## config.mk

```make
export PLATFORM = sky130hd
export DESIGN_NAME = scm_clock_ctrl
export DESIGN_NICKNAME = d
export VERILOG_FILES = /design/src/scm_pkg.sv /design/src/scm_clock_ctrl.sv /design/src/scm_switch_timer.sv
export SDC_FILE = /design/constraint.sdc
export NUM_CORES = 1
export LEC_CHECK = 0
export BUFFER_PORTS_ARGS = -buffer_cell sky130_fd_sc_hd__buf_2
export CELL_PAD_IN_SITES_DETAIL_PLACEMENT = 1
export CELL_PAD_IN_SITES_GLOBAL_PLACEMENT = 1
export CORE_UTILIZATION = 35
export CTS_CLUSTER_DIAMETER = 100
export DETAILED_ROUTE_END_ITERATION = 8
export PLACE_DENSITY = 0.73
export SLEW_MARGIN = 25
export SYNTH_ARGS = -nofsm -noshare
export SYNTH_HDL_FRONTEND = slang
export SYNTH_SLANG_ARGS = --single-unit
```

## constraint.sdc

```tcl
create_clock -name clk -period 8.8 [get_ports clk]
set_input_delay 0.44 -clock clk [delete_from_list [all_inputs] [get_ports clk]]
set_output_delay 0.44 -clock clk [all_outputs]
set_load 0.02 [all_outputs]
```

## src/scm_pkg.sv

```systemverilog
// Package: register map, field layout, reset values and timing for the system clock mode controller
package scm_pkg;

  // Register byte offsets, one aligned 32-bit word each
  localparam logic [3:0] OFS_SYS_CLK_SEL   = 4'h0;
  localparam logic [3:0] OFS_FAST_OSC_CTRL = 4'h4;
  localparam logic [3:0] OFS_INT_STATUS    = 4'h8;
  localparam logic [3:0] OFS_INT_MASK      = 4'hc;

  // system_clock_select field positions
  localparam int SRC_LSB       = 5;
  localparam int SRC_MSB       = 7;
  localparam int KEEP_FAST_BIT = 1;
  localparam int KEEP_SLOW_BIT = 0;

  // fast_oscillator_control field positions
  localparam int FREQ_LSB   = 2;
  localparam int FREQ_MSB   = 3;
  localparam int STABLE_BIT = 1;
  localparam int ENABLE_BIT = 0;

  // Interrupt status / mask bit positions
  localparam int INT_SWITCH_DONE = 0;
  localparam int INT_FAST_STABLE = 1;
  localparam int INT_WAKE        = 2;
  localparam int INT_W           = 3;

  // Reset values
  localparam logic [2:0] RST_SRC       = 3'h0;
  localparam logic       RST_KEEP_FAST = 1'b0;
  localparam logic       RST_KEEP_SLOW = 1'b0;
  localparam logic [1:0] RST_FREQ      = 2'h0;
  localparam logic       RST_ENABLE    = 1'b1;
  localparam logic       RST_STABLE    = 1'b0;
  localparam logic [INT_W-1:0] RST_INT_MASK = 3'h0;

  // Clock source codes
  localparam logic [2:0] SRC_FAST     = 3'h0;
  localparam logic [2:0] SRC_FAST_MAX = 3'h6;
  localparam logic [2:0] SRC_SUB      = 3'h7;

  // Fast oscillator frequency codes
  localparam logic [1:0] FREQ_8M  = 2'h0;
  localparam logic [1:0] FREQ_12M = 2'h1;
  localparam logic [1:0] FREQ_16M = 2'h2;
  localparam logic [1:0] FREQ_8M_ALT = 2'h3;

  // Timing: block clock and oscillator rates
  localparam int CLK_HZ      = 40_000_000;
  localparam int SUB_HZ      = 32_000;
  localparam int FAST_8M_HZ  = 8_000_000;
  localparam int FAST_12M_HZ = 12_000_000;
  localparam int FAST_16M_HZ = 16_000_000;
  // Periods in block cycles, rounded down, never below one
  localparam int SUB_PERIOD_CYC = CLK_HZ / SUB_HZ;
  localparam int F8_PERIOD_CYC  = (CLK_HZ / FAST_8M_HZ) < 1 ? 1 : CLK_HZ / FAST_8M_HZ;
  localparam int F12_PERIOD_CYC = (CLK_HZ / FAST_12M_HZ) < 1 ? 1 : CLK_HZ / FAST_12M_HZ;
  localparam int F16_PERIOD_CYC = (CLK_HZ / FAST_16M_HZ) < 1 ? 1 : CLK_HZ / FAST_16M_HZ;
  // Switch delay: 4 system periods plus 1.5 current and 0.5 target, held in half periods
  localparam int SW_SYS_PERIODS  = 4;
  localparam int SW_CURR_HALVES  = 3;
  localparam int SW_TAR_HALVES   = 1;
  localparam int SW_CURR_FACTOR  = 2 * SW_SYS_PERIODS + SW_CURR_HALVES;
  // Minimum settle time of the fast oscillator after enable or retune, in cycles
  localparam int FAST_SETTLE_CYC = 16;

  localparam int CNT_W = 24;

endpackage

```

## src/scm_clock_ctrl.sv

```systemverilog
// System clock source, fast oscillator and halt-mode controller with Avalon-MM registers
// Function
// - Select code picks fast, fast divided, or sub
// - Slow mode runs CPU from slow RC sub clock
// - Fast oscillator kept in slow mode per enable
// - Halt, both keeps clear: everything stops, sleep
// - Sleep keeps slow oscillator only with watchdog
// - Halt, slow keep only: sub clock runs
// - Halt, both keeps set: both clocks run
// - Halt, fast keep only: fast clock runs
// - Switch completes after documented delay; software waits
// - Frequency code maps 8, 12, 16, 8 MHz
// - New frequency applied only once stable
// - Enabling clears stable flag until oscillator settles
// - Enable resets to one, other fields zero
//
// Decided for this implementation: the Avalon-MM register port and the placing of the registers.
`timescale 1ns/1ps
module scm_clock_ctrl #(
  parameter int SUB_PERIOD    = scm_pkg::SUB_PERIOD_CYC,
  parameter int SETTLE_CYCLES = scm_pkg::FAST_SETTLE_CYC
) (
  // Clock and reset
  input  wire logic        clk,
  input  wire logic        srst,
  // Avalon-MM slave
  input  wire logic [3:0]  avs_address,
  input  wire logic        avs_read,
  input  wire logic        avs_write,
  input  wire logic [31:0] avs_writedata,
  input  wire logic [3:0]  avs_byteenable,
  output logic      [31:0] avs_readdata,
  output logic             avs_waitrequest,
  // CPU and system events
  input  wire logic        halt_req,
  input  wire logic        wake_req,
  input  wire logic        watchdog_timer_en,
  // Fast oscillator handshake
  input  wire logic        fast_osc_ready,
  output logic             fast_rc_oscillator_on,
  output logic      [1:0]  fast_osc_freq_req,
  output logic      [1:0]  fast_osc_freq_applied,
  // Clock gates towards CPU and peripherals
  output logic      [2:0]  system_clock_out_src,
  output logic             system_clock_out_run,
  output logic             cpu_run,
  output logic             fast_clk_run,
  output logic             sub_clk_run,
  output logic             slow_rc_oscillator_on,
  output logic             switch_busy,
  // Interrupt
  output logic             irq
);

  typedef enum logic [1:0] {
    ST_RUN,
    ST_WAIT_OSC,
    ST_SWITCH,
    ST_HALT
  } scm_state_e;

  typedef struct packed {
    scm_state_e              state;
    logic [2:0]              src_field;
    logic                    keep_fast;
    logic                    keep_slow;
    logic [1:0]              freq_field;
    logic                    enable;
    logic                    stable;
    logic [7:0]              settle_cnt;
    logic [1:0]              freq_applied;
    logic [2:0]              src_applied;
    logic [2:0]              src_target;
    logic                    sw_start;
    logic [scm_pkg::CNT_W-1:0] sw_load;
    logic                    waitreq;
    logic [31:0]             rdata;
    logic [scm_pkg::INT_W-1:0] int_stat;
    logic [scm_pkg::INT_W-1:0] int_mask;
    logic                    irq;
    logic                    cpu_run;
    logic                    sys_run;
    logic                    fast_on;
    logic                    fast_clk;
    logic                    sub_clk;
    logic                    slow_on;
    logic                    busy;
  } scm_ctrl_s;

  scm_ctrl_s st_q;
  scm_ctrl_s st_d;

  logic tmr_done;

  // Fast oscillator period in block cycles for a frequency code
  function automatic logic [scm_pkg::CNT_W-1:0] fast_period(input logic [1:0] freq);
    unique case (freq)
      scm_pkg::FREQ_12M: fast_period = scm_pkg::CNT_W'(scm_pkg::F12_PERIOD_CYC);
      scm_pkg::FREQ_16M: fast_period = scm_pkg::CNT_W'(scm_pkg::F16_PERIOD_CYC);
      default:           fast_period = scm_pkg::CNT_W'(scm_pkg::F8_PERIOD_CYC);
    endcase
  endfunction

  // System clock period for a source code: fast shifted by the divider, or sub
  function automatic logic [scm_pkg::CNT_W-1:0] src_period(input logic [2:0] src,
                                                          input logic [1:0] freq);
    if (src == scm_pkg::SRC_SUB) begin
      src_period = scm_pkg::CNT_W'(SUB_PERIOD);
    end else begin
      src_period = fast_period(freq) << src;
    end
  endfunction

  // True when a source code draws on the fast oscillator
  function automatic logic is_fast(input logic [2:0] src);
    is_fast = (src <= scm_pkg::SRC_FAST_MAX);
  endfunction

  // Switch time, rounded down from half periods of current and target clocks
  function automatic logic [scm_pkg::CNT_W-1:0] switch_cycles(input logic [2:0] cur,
                                                             input logic [2:0] tar,
                                                             input logic [1:0] freq);
    logic [scm_pkg::CNT_W+4:0] halves;
    halves = (scm_pkg::CNT_W+5)'(src_period(cur, freq)) * (scm_pkg::CNT_W+5)'(scm_pkg::SW_CURR_FACTOR)
           + (scm_pkg::CNT_W+5)'(src_period(tar, freq)) * (scm_pkg::CNT_W+5)'(scm_pkg::SW_TAR_HALVES);
    switch_cycles = halves[scm_pkg::CNT_W:1];
  endfunction

  logic       bus_req;
  logic       bus_take;
  logic       wr_lane0;
  logic [7:0] wbyte;

  // Bus request decode; the access completes at the edge waitrequest is low
  always_comb begin
    bus_req  = avs_read | avs_write;
    bus_take = bus_req & ~st_q.waitreq;
    wr_lane0 = bus_take & avs_write & avs_byteenable[0];
    wbyte    = avs_writedata[7:0];
  end

  // Next-state logic
  always_comb begin
    st_d          = st_q;
    st_d.sw_start = 1'b0;

    // Waitrequest: one cycle of wait, then a single low cycle carrying read data
    if (bus_req && st_q.waitreq) begin
      st_d.waitreq = 1'b0;
      unique case (avs_address)
        scm_pkg::OFS_SYS_CLK_SEL: begin
          st_d.rdata = '0;
          st_d.rdata[scm_pkg::SRC_MSB:scm_pkg::SRC_LSB] = st_q.src_field;
          st_d.rdata[scm_pkg::KEEP_FAST_BIT] = st_q.keep_fast;
          st_d.rdata[scm_pkg::KEEP_SLOW_BIT] = st_q.keep_slow;
        end
        scm_pkg::OFS_FAST_OSC_CTRL: begin
          st_d.rdata = '0;
          st_d.rdata[scm_pkg::FREQ_MSB:scm_pkg::FREQ_LSB] = st_q.freq_field;
          st_d.rdata[scm_pkg::STABLE_BIT] = st_q.stable;
          st_d.rdata[scm_pkg::ENABLE_BIT] = st_q.enable;
        end
        scm_pkg::OFS_INT_STATUS: st_d.rdata = 32'(st_q.int_stat);
        scm_pkg::OFS_INT_MASK:   st_d.rdata = 32'(st_q.int_mask);
        default:                 st_d.rdata = 32'h0000_0000;
      endcase
    end else begin
      st_d.waitreq = 1'b1;
    end

    // Read of the status register clears it; events below win over the clear
    if (bus_take && avs_read && avs_address == scm_pkg::OFS_INT_STATUS) begin
      st_d.int_stat = '0;
    end

    // Register writes; the stable flag is read-only
    if (wr_lane0) begin
      unique case (avs_address)
        scm_pkg::OFS_SYS_CLK_SEL: begin
          st_d.src_field = wbyte[scm_pkg::SRC_MSB:scm_pkg::SRC_LSB];
          st_d.keep_fast = wbyte[scm_pkg::KEEP_FAST_BIT];
          st_d.keep_slow = wbyte[scm_pkg::KEEP_SLOW_BIT];
        end
        scm_pkg::OFS_FAST_OSC_CTRL: begin
          st_d.freq_field = wbyte[scm_pkg::FREQ_MSB:scm_pkg::FREQ_LSB];
          st_d.enable     = wbyte[scm_pkg::ENABLE_BIT];
          // Turning on or retuning restarts the settle wait
          if ((wbyte[scm_pkg::ENABLE_BIT] && !st_q.enable) ||
              (wbyte[scm_pkg::FREQ_MSB:scm_pkg::FREQ_LSB] != st_q.freq_field)) begin
            st_d.stable     = 1'b0;
            st_d.settle_cnt = 8'(SETTLE_CYCLES);
          end
        end
        scm_pkg::OFS_INT_MASK: st_d.int_mask = wbyte[scm_pkg::INT_W-1:0];
        default: ;
      endcase
    end

    // Mode sequencer
    unique case (st_q.state)
      ST_RUN: begin
        if (halt_req) begin
          st_d.state = ST_HALT;
        end else if (st_q.src_field != st_q.src_applied) begin
          st_d.src_target = st_q.src_field;
          // A fast target must be stable before the switch is timed
          if (is_fast(st_q.src_field) && !st_q.stable) begin
            st_d.state = ST_WAIT_OSC;
          end else begin
            st_d.state    = ST_SWITCH;
            st_d.sw_start = 1'b1;
            st_d.sw_load  = switch_cycles(st_q.src_applied, st_q.src_field, st_q.freq_applied);
          end
        end
      end
      ST_WAIT_OSC: begin
        if (st_q.stable) begin
          st_d.state    = ST_SWITCH;
          st_d.sw_start = 1'b1;
          st_d.sw_load  = switch_cycles(st_q.src_applied, st_q.src_target, st_q.freq_applied);
        end else if (!is_fast(st_q.src_field)) begin
          st_d.state = ST_RUN;
        end
      end
      ST_SWITCH: begin
        if (tmr_done) begin
          st_d.src_applied = st_q.src_target;
          st_d.state       = ST_RUN;
          st_d.int_stat[scm_pkg::INT_SWITCH_DONE] = 1'b1;
        end
      end
      ST_HALT: begin
        // Applied source is untouched, so the CPU resumes on it
        if (wake_req) begin
          st_d.state   = ST_RUN;
          st_d.int_stat[scm_pkg::INT_WAKE] = 1'b1;
        end
      end
    endcase

    // Fast oscillator: in halt per the fast keep only, else on for a fast source or target or per enable
    if (st_d.state == ST_HALT) begin
      st_d.fast_on = st_q.keep_fast;
    end else begin
      st_d.fast_on = is_fast(st_d.src_applied) | is_fast(st_d.src_field) | st_d.enable;
    end

    // Settle counter and stable flag follow the running oscillator
    if (!st_q.fast_on) begin
      st_d.stable     = 1'b0;
      st_d.settle_cnt = 8'(SETTLE_CYCLES);
    end else if (st_d.settle_cnt != 8'h00 && st_d.settle_cnt == st_q.settle_cnt) begin
      st_d.settle_cnt = st_q.settle_cnt - 8'h01;
    end else if (st_q.settle_cnt == 8'h00 && fast_osc_ready && !st_q.stable &&
                 st_d.settle_cnt == 8'h00) begin
      st_d.stable = 1'b1;
      st_d.int_stat[scm_pkg::INT_FAST_STABLE] = 1'b1;
    end

    // New frequency reaches consumers only on a stable oscillator
    if (st_q.stable) begin
      st_d.freq_applied = st_q.freq_field;
    end

    // Clock gates by mode
    st_d.cpu_run  = (st_d.state != ST_HALT);
    st_d.fast_clk = st_d.fast_on & st_d.stable;
    if (st_d.state == ST_HALT) begin
      st_d.sub_clk = st_q.keep_slow;
      st_d.slow_on = st_q.keep_slow | st_q.keep_fast | watchdog_timer_en;
      st_d.sys_run = is_fast(st_d.src_applied) ? st_q.keep_fast : st_q.keep_slow;
    end else begin
      st_d.sub_clk = 1'b1;
      st_d.slow_on = 1'b1;
      st_d.sys_run = 1'b1;
    end

    // Busy kept in the state register so the pin comes from a flop
    st_d.busy = (st_d.state == ST_SWITCH) | (st_d.state == ST_WAIT_OSC);

    // Level interrupt from masked sticky status
    st_d.irq = |(st_d.int_stat & st_d.int_mask);
  end

  // State register with reset values
  always_ff @(posedge clk) begin
    if (srst) begin
      st_q              <= '0;
      st_q.state        <= ST_RUN;
      st_q.src_field    <= scm_pkg::RST_SRC;
      st_q.keep_fast    <= scm_pkg::RST_KEEP_FAST;
      st_q.keep_slow    <= scm_pkg::RST_KEEP_SLOW;
      st_q.freq_field   <= scm_pkg::RST_FREQ;
      st_q.enable       <= scm_pkg::RST_ENABLE;
      st_q.stable       <= scm_pkg::RST_STABLE;
      st_q.settle_cnt   <= 8'(SETTLE_CYCLES);
      st_q.freq_applied <= scm_pkg::RST_FREQ;
      st_q.src_applied  <= scm_pkg::RST_SRC;
      st_q.src_target   <= scm_pkg::RST_SRC;
      st_q.waitreq      <= 1'b1;
      st_q.int_mask     <= scm_pkg::RST_INT_MASK;
      st_q.cpu_run      <= 1'b1;
      st_q.sys_run      <= 1'b1;
      st_q.fast_on      <= 1'b1;
      st_q.sub_clk      <= 1'b1;
      st_q.slow_on      <= 1'b1;
    end else begin
      st_q <= st_d;
    end
  end

  // Switch delay timer; its count may run past thousands of cycles on the sub clock
  scm_switch_timer #(
    .CNT_W (scm_pkg::CNT_W)
  ) u_switch_timer (
    .clk   (clk),
    .srst  (srst),
    .start (st_q.sw_start),
    .load  (st_q.sw_load),
    .busy  (),
    .done  (tmr_done)
  );

  // Outputs straight from the state register
  assign avs_readdata          = st_q.rdata;
  assign avs_waitrequest       = st_q.waitreq;
  assign fast_rc_oscillator_on = st_q.fast_on;
  assign fast_osc_freq_req     = st_q.freq_field;
  assign fast_osc_freq_applied = st_q.freq_applied;
  assign system_clock_out_src  = st_q.src_applied;
  assign system_clock_out_run  = st_q.sys_run;
  assign cpu_run               = st_q.cpu_run;
  assign fast_clk_run          = st_q.fast_clk;
  assign sub_clk_run           = st_q.sub_clk;
  assign slow_rc_oscillator_on = st_q.slow_on;
  assign switch_busy           = st_q.busy;
  assign irq                   = st_q.irq;

endmodule

```

## src/scm_switch_timer.sv

```systemverilog
// Down-counter that times one clock source switch
`timescale 1ns/1ps
module scm_switch_timer #(
  parameter int CNT_W = 24
) (
  // Clock and reset
  input  wire logic             clk,
  input  wire logic             srst,
  // Control
  input  wire logic             start,
  input  wire logic [CNT_W-1:0] load,
  // Status
  output logic                  busy,
  output logic                  done
);

  typedef struct packed {
    logic [CNT_W-1:0] cnt;
    logic             busy;
    logic             done;
  } scm_tmr_s;

  scm_tmr_s st_q;
  scm_tmr_s st_d;

  // Count down to one, then a single done pulse
  always_comb begin
    st_d      = st_q;
    st_d.done = 1'b0;
    if (start) begin
      st_d.cnt  = (load == '0) ? CNT_W'(1) : load;
      st_d.busy = 1'b1;
    end else if (st_q.busy) begin
      if (st_q.cnt == CNT_W'(1)) begin
        st_d.busy = 1'b0;
        st_d.done = 1'b1;
      end else begin
        st_d.cnt = st_q.cnt - CNT_W'(1);
      end
    end
  end

  // State register
  always_ff @(posedge clk) begin
    if (srst) begin
      st_q <= '0;
    end else begin
      st_q <= st_d;
    end
  end

  assign busy = st_q.busy;
  assign done = st_q.done;

endmodule

```

Word level (Yosys, flattened, before mapping)
Cells that the tools add are included.

operators by class
  add/subtract/negate cells = 4
  multiply operators = 2
  $lt $le $gt $ge = 3
  eq/ne operators = 24
  shift operators = 4
  mux-type cells = 74
  bitwise gates (word level) = 16
  reduce and logical (&&, ||, !) cells = 29

operators with widths
  cell                                                                   number
  24-bit two-way mux                                                     33
  25-bit two-way mux                                                     5
  24-bit by 3-bit left shift with 24-bit output                          4
  25-bit by 24-bit adder with 25-bit output                              2
  24-bit by 4-bit multiplier with 25-bit output (second input constant)  2
  25-bit one-hot mux with 2 select lines                                 1
  8-bit one-hot mux with 4 select lines                                  1
  26-bit two-way mux                                                     1
  24-bit by 1-bit == test with 1-bit output (second input constant)      1
  24-bit logical NOT                                                     1
  24-bit by 1-bit subtractor with 24-bit output (second input constant)  1
  9-bit two-way mux                                                      2
  17-bit two-way mux                                                     1
  8-bit logical NOT                                                      2
  2-bit two-way mux                                                      8
  3-bit two-way mux                                                      5
  1-bit two-way mux                                                      12
  12-bit two-way mux                                                     1
  2-bit != test (second input constant)                                  6
  2-bit == test (second input constant)                                  5
  3-bit == test (second input constant)                                  3
  3-bit <= comparator (second input constant)                            3
  1-bit logical AND                                                      9
  4-bit == test (second input constant)                                  2
  25 further kinds                                                       45

storage, ports and cells
  register bits = 125
  bits of input ports = 48
  output and inout port bits = 48
  word-level logic and storage cells = 184

Depth between registers and ports, before layout
Gate-level depths: netlist (run 1).

  depth after elaboration = 19
  depth in mapped cells = 20

Modules after synthesis
A second synthesis (run 1) with hierarchy kept.

second synthesis, totals
  cell total of the unflattened synthesis = 885
  area total of the unflattened synthesis = 7,325.8 um^2

modules (own cells, without submodules)
  module            instances  cells an instance  area each (um^2)
  scm_clock_ctrl    1          673                5,611.6
  scm_switch_timer  1          212                1,714.1

Least setup slack after synthesis (run 1)
No wires, ideal clock.

  path kind = reg-to-reg
  from = register st_q, in the netlist fast_osc_freq_applied[0]
  to = register st_q[59] in the netlist's numbering
  data arrival time = 4,603 ps
  path slack = 4,082 ps
  cell stages (with the launch flop) = 20
  path buffers = 2
  period minus slack after synthesis = 4,718 ps
  cell sequence = dfxtp_1 inv_1 ha_1 clkbuf_1 clkbuf_1 nor2_1 nor4_1 ha_1 fa_1 inv_1 fa_1 inv_1 ha_1 o21a_1 o31a_1 o22ai_1 or3_1 o211ai_1 a21oi_1 a2111oi_0

on the way
  word-level cells in the longest chain between the ends = 19

RTL lines
  what                                                                       line                   source
  start, declared                                                            scm_clock_ctrl.sv:90   scm_ctrl_s st_q;
  start signal, assigned                                                     scm_clock_ctrl.sv:308  st_q <= st_d;
  2-bit == test or 2-bit by 1-bit == test with 1-bit output (tied branches)  scm_clock_ctrl.sv:97   unique case (freq)
  3-bit one-hot mux with 2 select lines *                                    scm_clock_ctrl.sv:97
  24-bit two-way mux                                                         scm_clock_ctrl.sv:107  if (src == scm_pkg::SRC_SUB) begin
  24-bit two-way mux                                                         scm_clock_ctrl.sv:207  if (is_fast(st_q.src_field) && !st_q.stable) begin
  24-bit two-way mux                                                         scm_clock_ctrl.sv:204  end else if (st_q.src_field != st_q.src_applied) begin
  24-bit two-way mux                                                         scm_clock_ctrl.sv:202  if (halt_req) begin
  24-bit two-way mux                                                         scm_clock_ctrl.sv:200  unique case (st_q.state)
  24-bit by 3-bit left shift with 24-bit output                              scm_clock_ctrl.sv:110  src_period = fast_period(freq) << src;
  [... 3 more ...]                                                           -
  24-bit two-way mux                                                         scm_clock_ctrl.sv:202
  24-bit two-way mux                                                         scm_clock_ctrl.sv:200
  24-bit by 4-bit multiplier with 25-bit output                              scm_clock_ctrl.sv:124  halves = (scm_pkg::CNT_W+5)'(src_period(cur, freq)) * (scm_pkg::CNT_W+5)'(scm_pkg::SW_CURR_FACTOR)
  25-bit by 24-bit adder with 25-bit output                                  scm_clock_ctrl.sv:125  + (scm_pkg::CNT_W+5)'(src_period(tar, freq)) * (scm_pkg::CNT_W+5)'(scm_pkg::SW_TAR_HALVES);
  25-bit two-way mux                                                         scm_clock_ctrl.sv:207
  25-bit two-way mux                                                         scm_clock_ctrl.sv:204
  25-bit two-way mux                                                         scm_clock_ctrl.sv:202
  25-bit one-hot mux with 2 select lines *                                   scm_clock_ctrl.sv:200

Mark *: on every way between the ends. The rest lies on a longest branch, timed or not. The select of a mux whose other input is x is not followed.
A chain may end at the register's enable or synchronous reset.

Worst setup path after layout (run 1)
Same ends and word-level chain as after synthesis.

==> results of run 1 <==
## cells in the final DEF, fill, tap and decap left out, drive strengths merged, types with 18 or more instances in the layout
master,synthesis,layout
nand3,21,21
xor2,18,18
conb,2,30
dfxtp,91,91
nor3,30,30
a21oi,51,51
mux2i,24,24
buf,48,45
ha,45,45
fa,26,26
inv,67,70
nand2,53,53
o21ai,39,39
nor2,113,113
## power by group through the flow
stage / Combinational (uW) / Sequential (uW) / Clock [uW]
after floorplan: 114 / 458 / 0
after global placement: 138 / 459 / 0
after detailed placement: 143 / 459 / 0
after CTS: 143 / 450 / 401
after global routing: 160 / 453 / 417
final: 141 / 450 / 391
## per-stage QoR
step | utilization | instance area, um2 | power [uW]
floorplan | - | 6989 | 571.9
global placement | 0.3728 | 7091 | 596.6
detailed placement | 0.3728 | 7091 | 602.1
CTS | 0.3885 | 7388 | 993.7
global route | 0.3888 | 7395 | 1029
finish | 0.3888 | 7395 | 982.3
## logic make-up after synthesis
logic type / share of synthesized area
compound gates: 0.1754
other cells: 0.001091
mux: 0.04471
buf+inv: 0.1034
flops: 0.2646
simple gates: 0.2114
xor+xnor: 0.04199
fa+ha+maj: 0.1574
## critical path, cell delays in order, from the launching register on
cell and delay (ps):
dfxtp_1 340, inv_1 60, ha_1 530, nor2_1 290, a21oi_1 70, o31ai_1 590, ha_1 380, fa_1 510
inv_1 80, fa_1 550, inv_1 40, ha_1 370, o21a_1 160, o31a_1 190, o22ai_1 150, or3_1 410
o211ai_1 110, a21oi_1 90, a2111oi_0 380
## layout make-up
class                   count  share of cell area
clock inverters             6            0.009306
repair buffers             45             0.03147
flip-flops and latches     91              0.2464
clock buffers              10             0.03096
well taps                 260             0.04399
inverters                  68             0.03452
multi-input cells         642              0.6034
## layer usage
layer | routed length, um | part of all wire | vias to the layer above | track usage
met3 | 470 | 0.027 | 7 | 0.02524
met4 | 125 | 0.0071 | 0 | 0.03848
met1 | 8608 | 0.49 | 2825 | 0.2458
li1 | - | - | 2888 | -
met5 | 0 | 0 | - | 0
met2 | 8312 | 0.47 | 64 | 0.3163
## path summary, 6_finish.rpt
path                                         endpoint  cells after the start
worst max-delay path                         st_q[59]                     18
worst max register to register               st_q[59]                     18
worst min register to register               st_q[80]                      1
worst min-delay path            slow_rc_oscillator_on                      2
## state kept, by name (all words and copies together) (netlist names)
| signal | cells |
|---|---|
| irq | 1 |
| slow_rc_oscillator_on | 1 |
| avs_waitrequest | 1 |
| fast_osc_freq_applied | 2 |
| fast_clk_run | 1 |
| st_q | 42 |
| system_clock_out_run | 1 |
| cpu_run | 1 |
| u_switch_timer.st_q | 24 |
| u_switch_timer.done | 1 |
| avs_readdata | 7 |
| u_switch_timer.busy | 1 |
| fast_rc_oscillator_on | 1 |
| sub_clk_run | 1 |
| system_clock_out_src | 3 |
| switch_busy | 1 |
| fast_osc_freq_req | 2 |
==> qor.txt, run 1 <==
CTS tree: done
Port bufs: 42
Slew Viols, Final: 0
Asr flop ratio synth: 0
Internal: 706.4 uW
Final setup fails: 0
Outcome: finished clean
Placed Cells incl. Taps: 1106
Vias in the first global route: 6010
Total global-route track usage: 0.1845
Clock Latency Late Sink: 350 ps
EDFF count, synth: 0
Share of the synthesized area in the top cell type: 0.2646
Required @ worst endpoint: 9020 ps
Hold Crit Start: watchdog_timer_en
Ant diodes: 0
Total gr overflow: 0
Gate power share: 0.144
Reg area: 1822 um2
RSZ-0062 raised after global routing: false
Area of the mapped netlist: 6884 um2
Synthesis Warnings: 0
# DRC: 0
Fill count: 2346
Drt pass-1 iters: 5
Worst-path fanout max: 17
Final setup margin: 3385 ps
Place WS: 3409 ps
Worst r2r src: fast_osc_freq_applied[0]
Nets: 976
Die Width: 142.2 um
Crit path time final: 5415 ps
Fin. Hold Viols: 0
Multi-input logic area: 4462 um2
CTS resizes: 0
Setup_tns: 0 ps
Reg clk slew, reported paths: 70 ps
Layout cells sized above 1: 0.1009
Register area share after synthesis: 0.2646
Iteration-0 DRC Markers: 332
Relative slew slack: 0.3898
Most used flip-flop cell after synthesis: dfxtp_1
Clk buf depth: 2
Vias/cell: 5.155
Clk pwr share: 0.398
Row Count: 50
Synth Area per Inst: 8.099 um2
Most common cell in the synthesized netlist: nor2_1
Most frequent cells after synthesis: nor2_1 (112), dfxtp_1 (91), inv_1 (67)
Setup slack, reg-to-reg: 3390 ps
Net switching power figure: 276.0 uW
Clock root cell: clkbuf_16
Antenna violation net count after detailed routing: 0
Max VDD drop: 0.08377 mV
CTS H-tree lvls: 3
CP Class: flop to flop
P_leak: 0.003257 uW
Antenna violations before repair: 0
Ports: 96
# Post-CTS Setup Buffers: 0
PwrDens: 132.8 nW/um2
Num Clock Sinks: 91
Crit. End Element: flop
Crit path DAT: 5640 ps
Routed vias: 5784
Pin slew with the least headroom to its limit: 911.1 ps
Die Y: 142.2 um
WL/cell: 15.61 um
Largest net degree at the start of global routing: 73
Num CTS Buffers: 9
MaxCap Viol Count: 0
Fin cells: 1122
Switching Share: 0.2809
DRT Wirelength: 17520 um
Initial core utilization: 0.3620
Hold crit path type: primary input to flop
Skew final: 8.431 ps
Syn-to-layout area delta: 7.415%
RePlAce Congestion: 0.8242
Cts hold-fix bufs: 0
Synthesized instance count: 850
Top post-synthesis cells by area: dfxtp_1 (26%), ha_1 (8.2%), fa_1 (7.6%), nor2_1 (6.1%), buf_4 (4.3%)
Reg power frac: 0.458
Dpl hpwl: 14070 um
Wire length of the first global-routing pass: 30020 um
Crit. Startpoint: fast_osc_freq_applied[0]
Fmax achieved: 184.7 MHz
Hold slack final: 298.4 ps
Core area: 19020 um2
Seq cells post-synth: 91
Die Footprint: 20230 um2
Cell variety after synth: 78
Synth area leader: dfxtp_1
Tcrit/Tclk final: 0.6153
CP Launch Type: flop
Power figures use the tool's default switching activity.
==> inputs of run 2 (changes only) <==
--- a/config.mk
+++ b/config.mk
@@ -5,13 +5,14 @@
 export SDC_FILE = /design/constraint.sdc
 export NUM_CORES = 1
 export LEC_CHECK = 0
+export ABC_AREA = 1
 export BUFFER_PORTS_ARGS = -buffer_cell sky130_fd_sc_hd__buf_2
 export CELL_PAD_IN_SITES_DETAIL_PLACEMENT = 1
 export CELL_PAD_IN_SITES_GLOBAL_PLACEMENT = 1
 export CORE_UTILIZATION = 35
 export CTS_CLUSTER_DIAMETER = 100
 export DETAILED_ROUTE_END_ITERATION = 8
-export PLACE_DENSITY = 0.73
+export PLACE_DENSITY = 0.76
 export SLEW_MARGIN = 25
 export SYNTH_ARGS = -nofsm -noshare
 export SYNTH_HDL_FRONTEND = slang
==> constraint.sdc (replaced) <==
create_clock -name clk -period 5.25 [get_ports clk]
set_input_delay 0.2625 -clock clk [delete_from_list [all_inputs] [get_ports clk]]
set_output_delay 0.2625 -clock clk [all_outputs]
set_load 0.02 [all_outputs]
==> qor.txt, run 2 <==
Outcome: finished clean
Clk buf depth: 2
Synthesized instance count: 1157
Synth area leader: dfxtp_1
Crit path time final: 4620 ps
PwrDens: 213.0 nW/um2
Top post-synthesis cells by area: dfxtp_1 (24%), nand2_1 (14%), inv_1 (10%), ha_1 (7.5%), fa_1 (6.9%)
Synth Area in Adders: 0.1438
Antenna violations before repair: 0
Fill count: 2843
Tcrit/Tclk final: 0.8800
RSZ-0062 raised after global routing: false
CP endpoint: st_q[60]
MaxCap Viol Count: 0
Highest-count cells in the layout ignoring fill and taps: nand2_1 (280), inv_1 (206), nor2_1 (116)
Core area: 21090 um2
Num CTS Buffers: 9
Reg-to-Reg End: st_q[60]
Num Clock Sinks: 91
Cts hold-fix bufs: 0
Asr flop ratio synth: 0
CTS H-tree lvls: 3
Wire length of the first global-routing pass: 35420 um
Die Y: 148.7 um
Number of flip-flops in the largest register: 42
Hold Crit Start: watchdog_timer_en
DRT Wirelength: 21230 um
Post-synthesis compound-gate area fraction: 0.1094
Most frequent cells after synthesis: nand2_1 (280), inv_1 (206), nor2_1 (116)
Most used flip-flop cell after synthesis: dfxtp_1
P_leak: 0.004258 uW
Routed vias: 7142
Simple-gate area share of the yosys netlist: 0.3297
Crit. Startpoint: fast_osc_freq_applied[0]
Largest stage delay, worst path: 560 ps
Crit path DAT: 4820 ps
Required @ worst endpoint: 5450 ps
EDFF count, synth: 0
Setup_tns: 0 ps
CP Launch Type: flop
Vias in the first global route: 7180
Synth Area per Inst: 6.513 um2
Worst r2r src: fast_osc_freq_applied[0]
Largest net degree at the start of global routing: 38
Total power: 1722 uW
Critical path's most frequent cell: nand2_1
Relative slew slack: 0.4248
R2R depth: 24
Skew final: 4.878 ps
Commonest non-fill, non-tap cell in the layout: nand2_1
CP Cell Sequence: inv_1, ha_1, nor2_1, inv_1, nand2_1, nand2_1, o21ai_0, o21ai_0, ha_1, fa_1, inv_1, fa_1, inv_1, ha_1, nand2_1, inv_1, nand2_1, nand2_1, nand2_1, nand3_1, nand2_1, nand2_1, nand2_1, a21oi_1
Fin. Hold Viols: 0
# Post-CTS Setup Buffers: 0
Clock Latency Late Sink: 360 ps
Dpl hpwl: 17430 um
Area of the mapped netlist: 7536 um2
Setup slack, reg-to-reg: 630 ps
Ports: 96
CP Class: flop to flop
Port bufs: 42
Worst-path fanout max: 9
WL/cell: 14.54 um
Iteration-0 DRC Markers: 264
Multiplexer area fraction after synthesis: 0
Seq cells post-synth: 91
Most common cell in the synthesized netlist: nand2_1
Drt pass-1 iters: 4
Layout cells sized above 1: 0.07932
Share of the synthesized area in the top cell type: 0.2417
Syn-to-layout area delta: 7.322%
# DRC: 0
Ant diodes: 0
Max VDD drop: 0.1943 mV
Register area share after synthesis: 0.2417
Initial core utilization: 0.3574
Reg clk slew, reported paths: 70 ps
Total global-route track usage: 0.2021
Die Footprint: 22120 um2
Vias/cell: 4.892
Total gr overflow: 0
Cell variety after synth: 48
Nets: 1299
Die Width: 148.7 um
Fin cells: 1460
Hold crit path type: primary input to flop
Main combinational cell family by area after synthesis: simple AND/OR/NAND/NOR gates
Reg with most FFs: st_q
CP max-delay cell: fa_1
Pin slew with the least headroom to its limit: 862.8 ps
Fmax achieved: 216.5 MHz
Antenna violation net count after detailed routing: 0
Slew Viols, Final: 0
Final setup fails: 0
Synth Area in XOR/XNOR: 0.01627
CTS resizes: 0
Clock root cell: clkbuf_16
CTS tree: done
Synthesis Warnings: 0
Row Count: 53
Crit. End Element: flop
Placed Cells incl. Taps: 1444
RePlAce Congestion: 0.8436
[run 2: kinds of logic (layout without fill, tap and decap cells)]
group           count (synthesis)  in the layout
compound gates                149            149
buf+inv                       270            270
xor+xnor                       14             14
simple gates                  560            560
other cells                     2             30
fa+ha+maj                      71             71
flops                          91             91
[run 2: final cells by class]
cell class	instances	area (um2)	share of cell area
Inverter	212	797.0	0.09855
Clock buffer	9	225.2	0.02785
Timing Repair Buffer	42	210.2	0.02599
Clock inverter	7	61.31	0.007580
Sequential cell	91	1822	0.2252
Multi-Input combinational cell	824	4628	0.5722
Tap cell	275	344.1	0.04254
[run 2: critical path, delay by kind of cell (launching register included)]
kind | cells | cell delay, ps
AO/OA/AOI/OAI | 3 | 600
adder cells (fa/ha/maj) | 5 | 2240
buffers and inverters | 5 | 340
flip-flops | 1 | 360
AND/OR/NAND/NOR | 11 | 950
[run 2: power by group]
group / switching [uW] / internal [uW]
registers: 22.6 / 721
logic: 224 / 111
clock network: 315 / 330
total: 561 / 1160
[run 2: worst min path at each step]
| stage | endpoint | cells after the start |
|---|---|---|
| floorplan | slow_rc_oscillator_on | 2 |
| global placement | st_q[80] | 1 |
| detailed placement | st_q[80] | 1 |
| CTS | slow_rc_oscillator_on | 3 |
| global route | slow_rc_oscillator_on | 3 |
| finish | slow_rc_oscillator_on | 3 |
[run 2: layer usage]
layer  GRT usage  wire length [um]  vias up
li1            -                 -     3641
met1      0.2628             10110     3392
met2      0.3502             10270       90
met3     0.02997               552       19
met4     0.04847               302        0
met5           0                 0        -
[run 2: stage by stage]
stage          area (um2)    util  setup slack [ps]  hold WS [ps]
2_1_floorplan        7641       -              1110         354.1
3_3_place_gp         7801  0.3699             691.2         403.8
3_5_place_dp         7801  0.3699             599.1         406.4
4_1_cts              8088  0.3835             579.3         88.15
5_1_grt              8088  0.3835             156.1         107.2
6_report             8088  0.3835             630.3         98.26
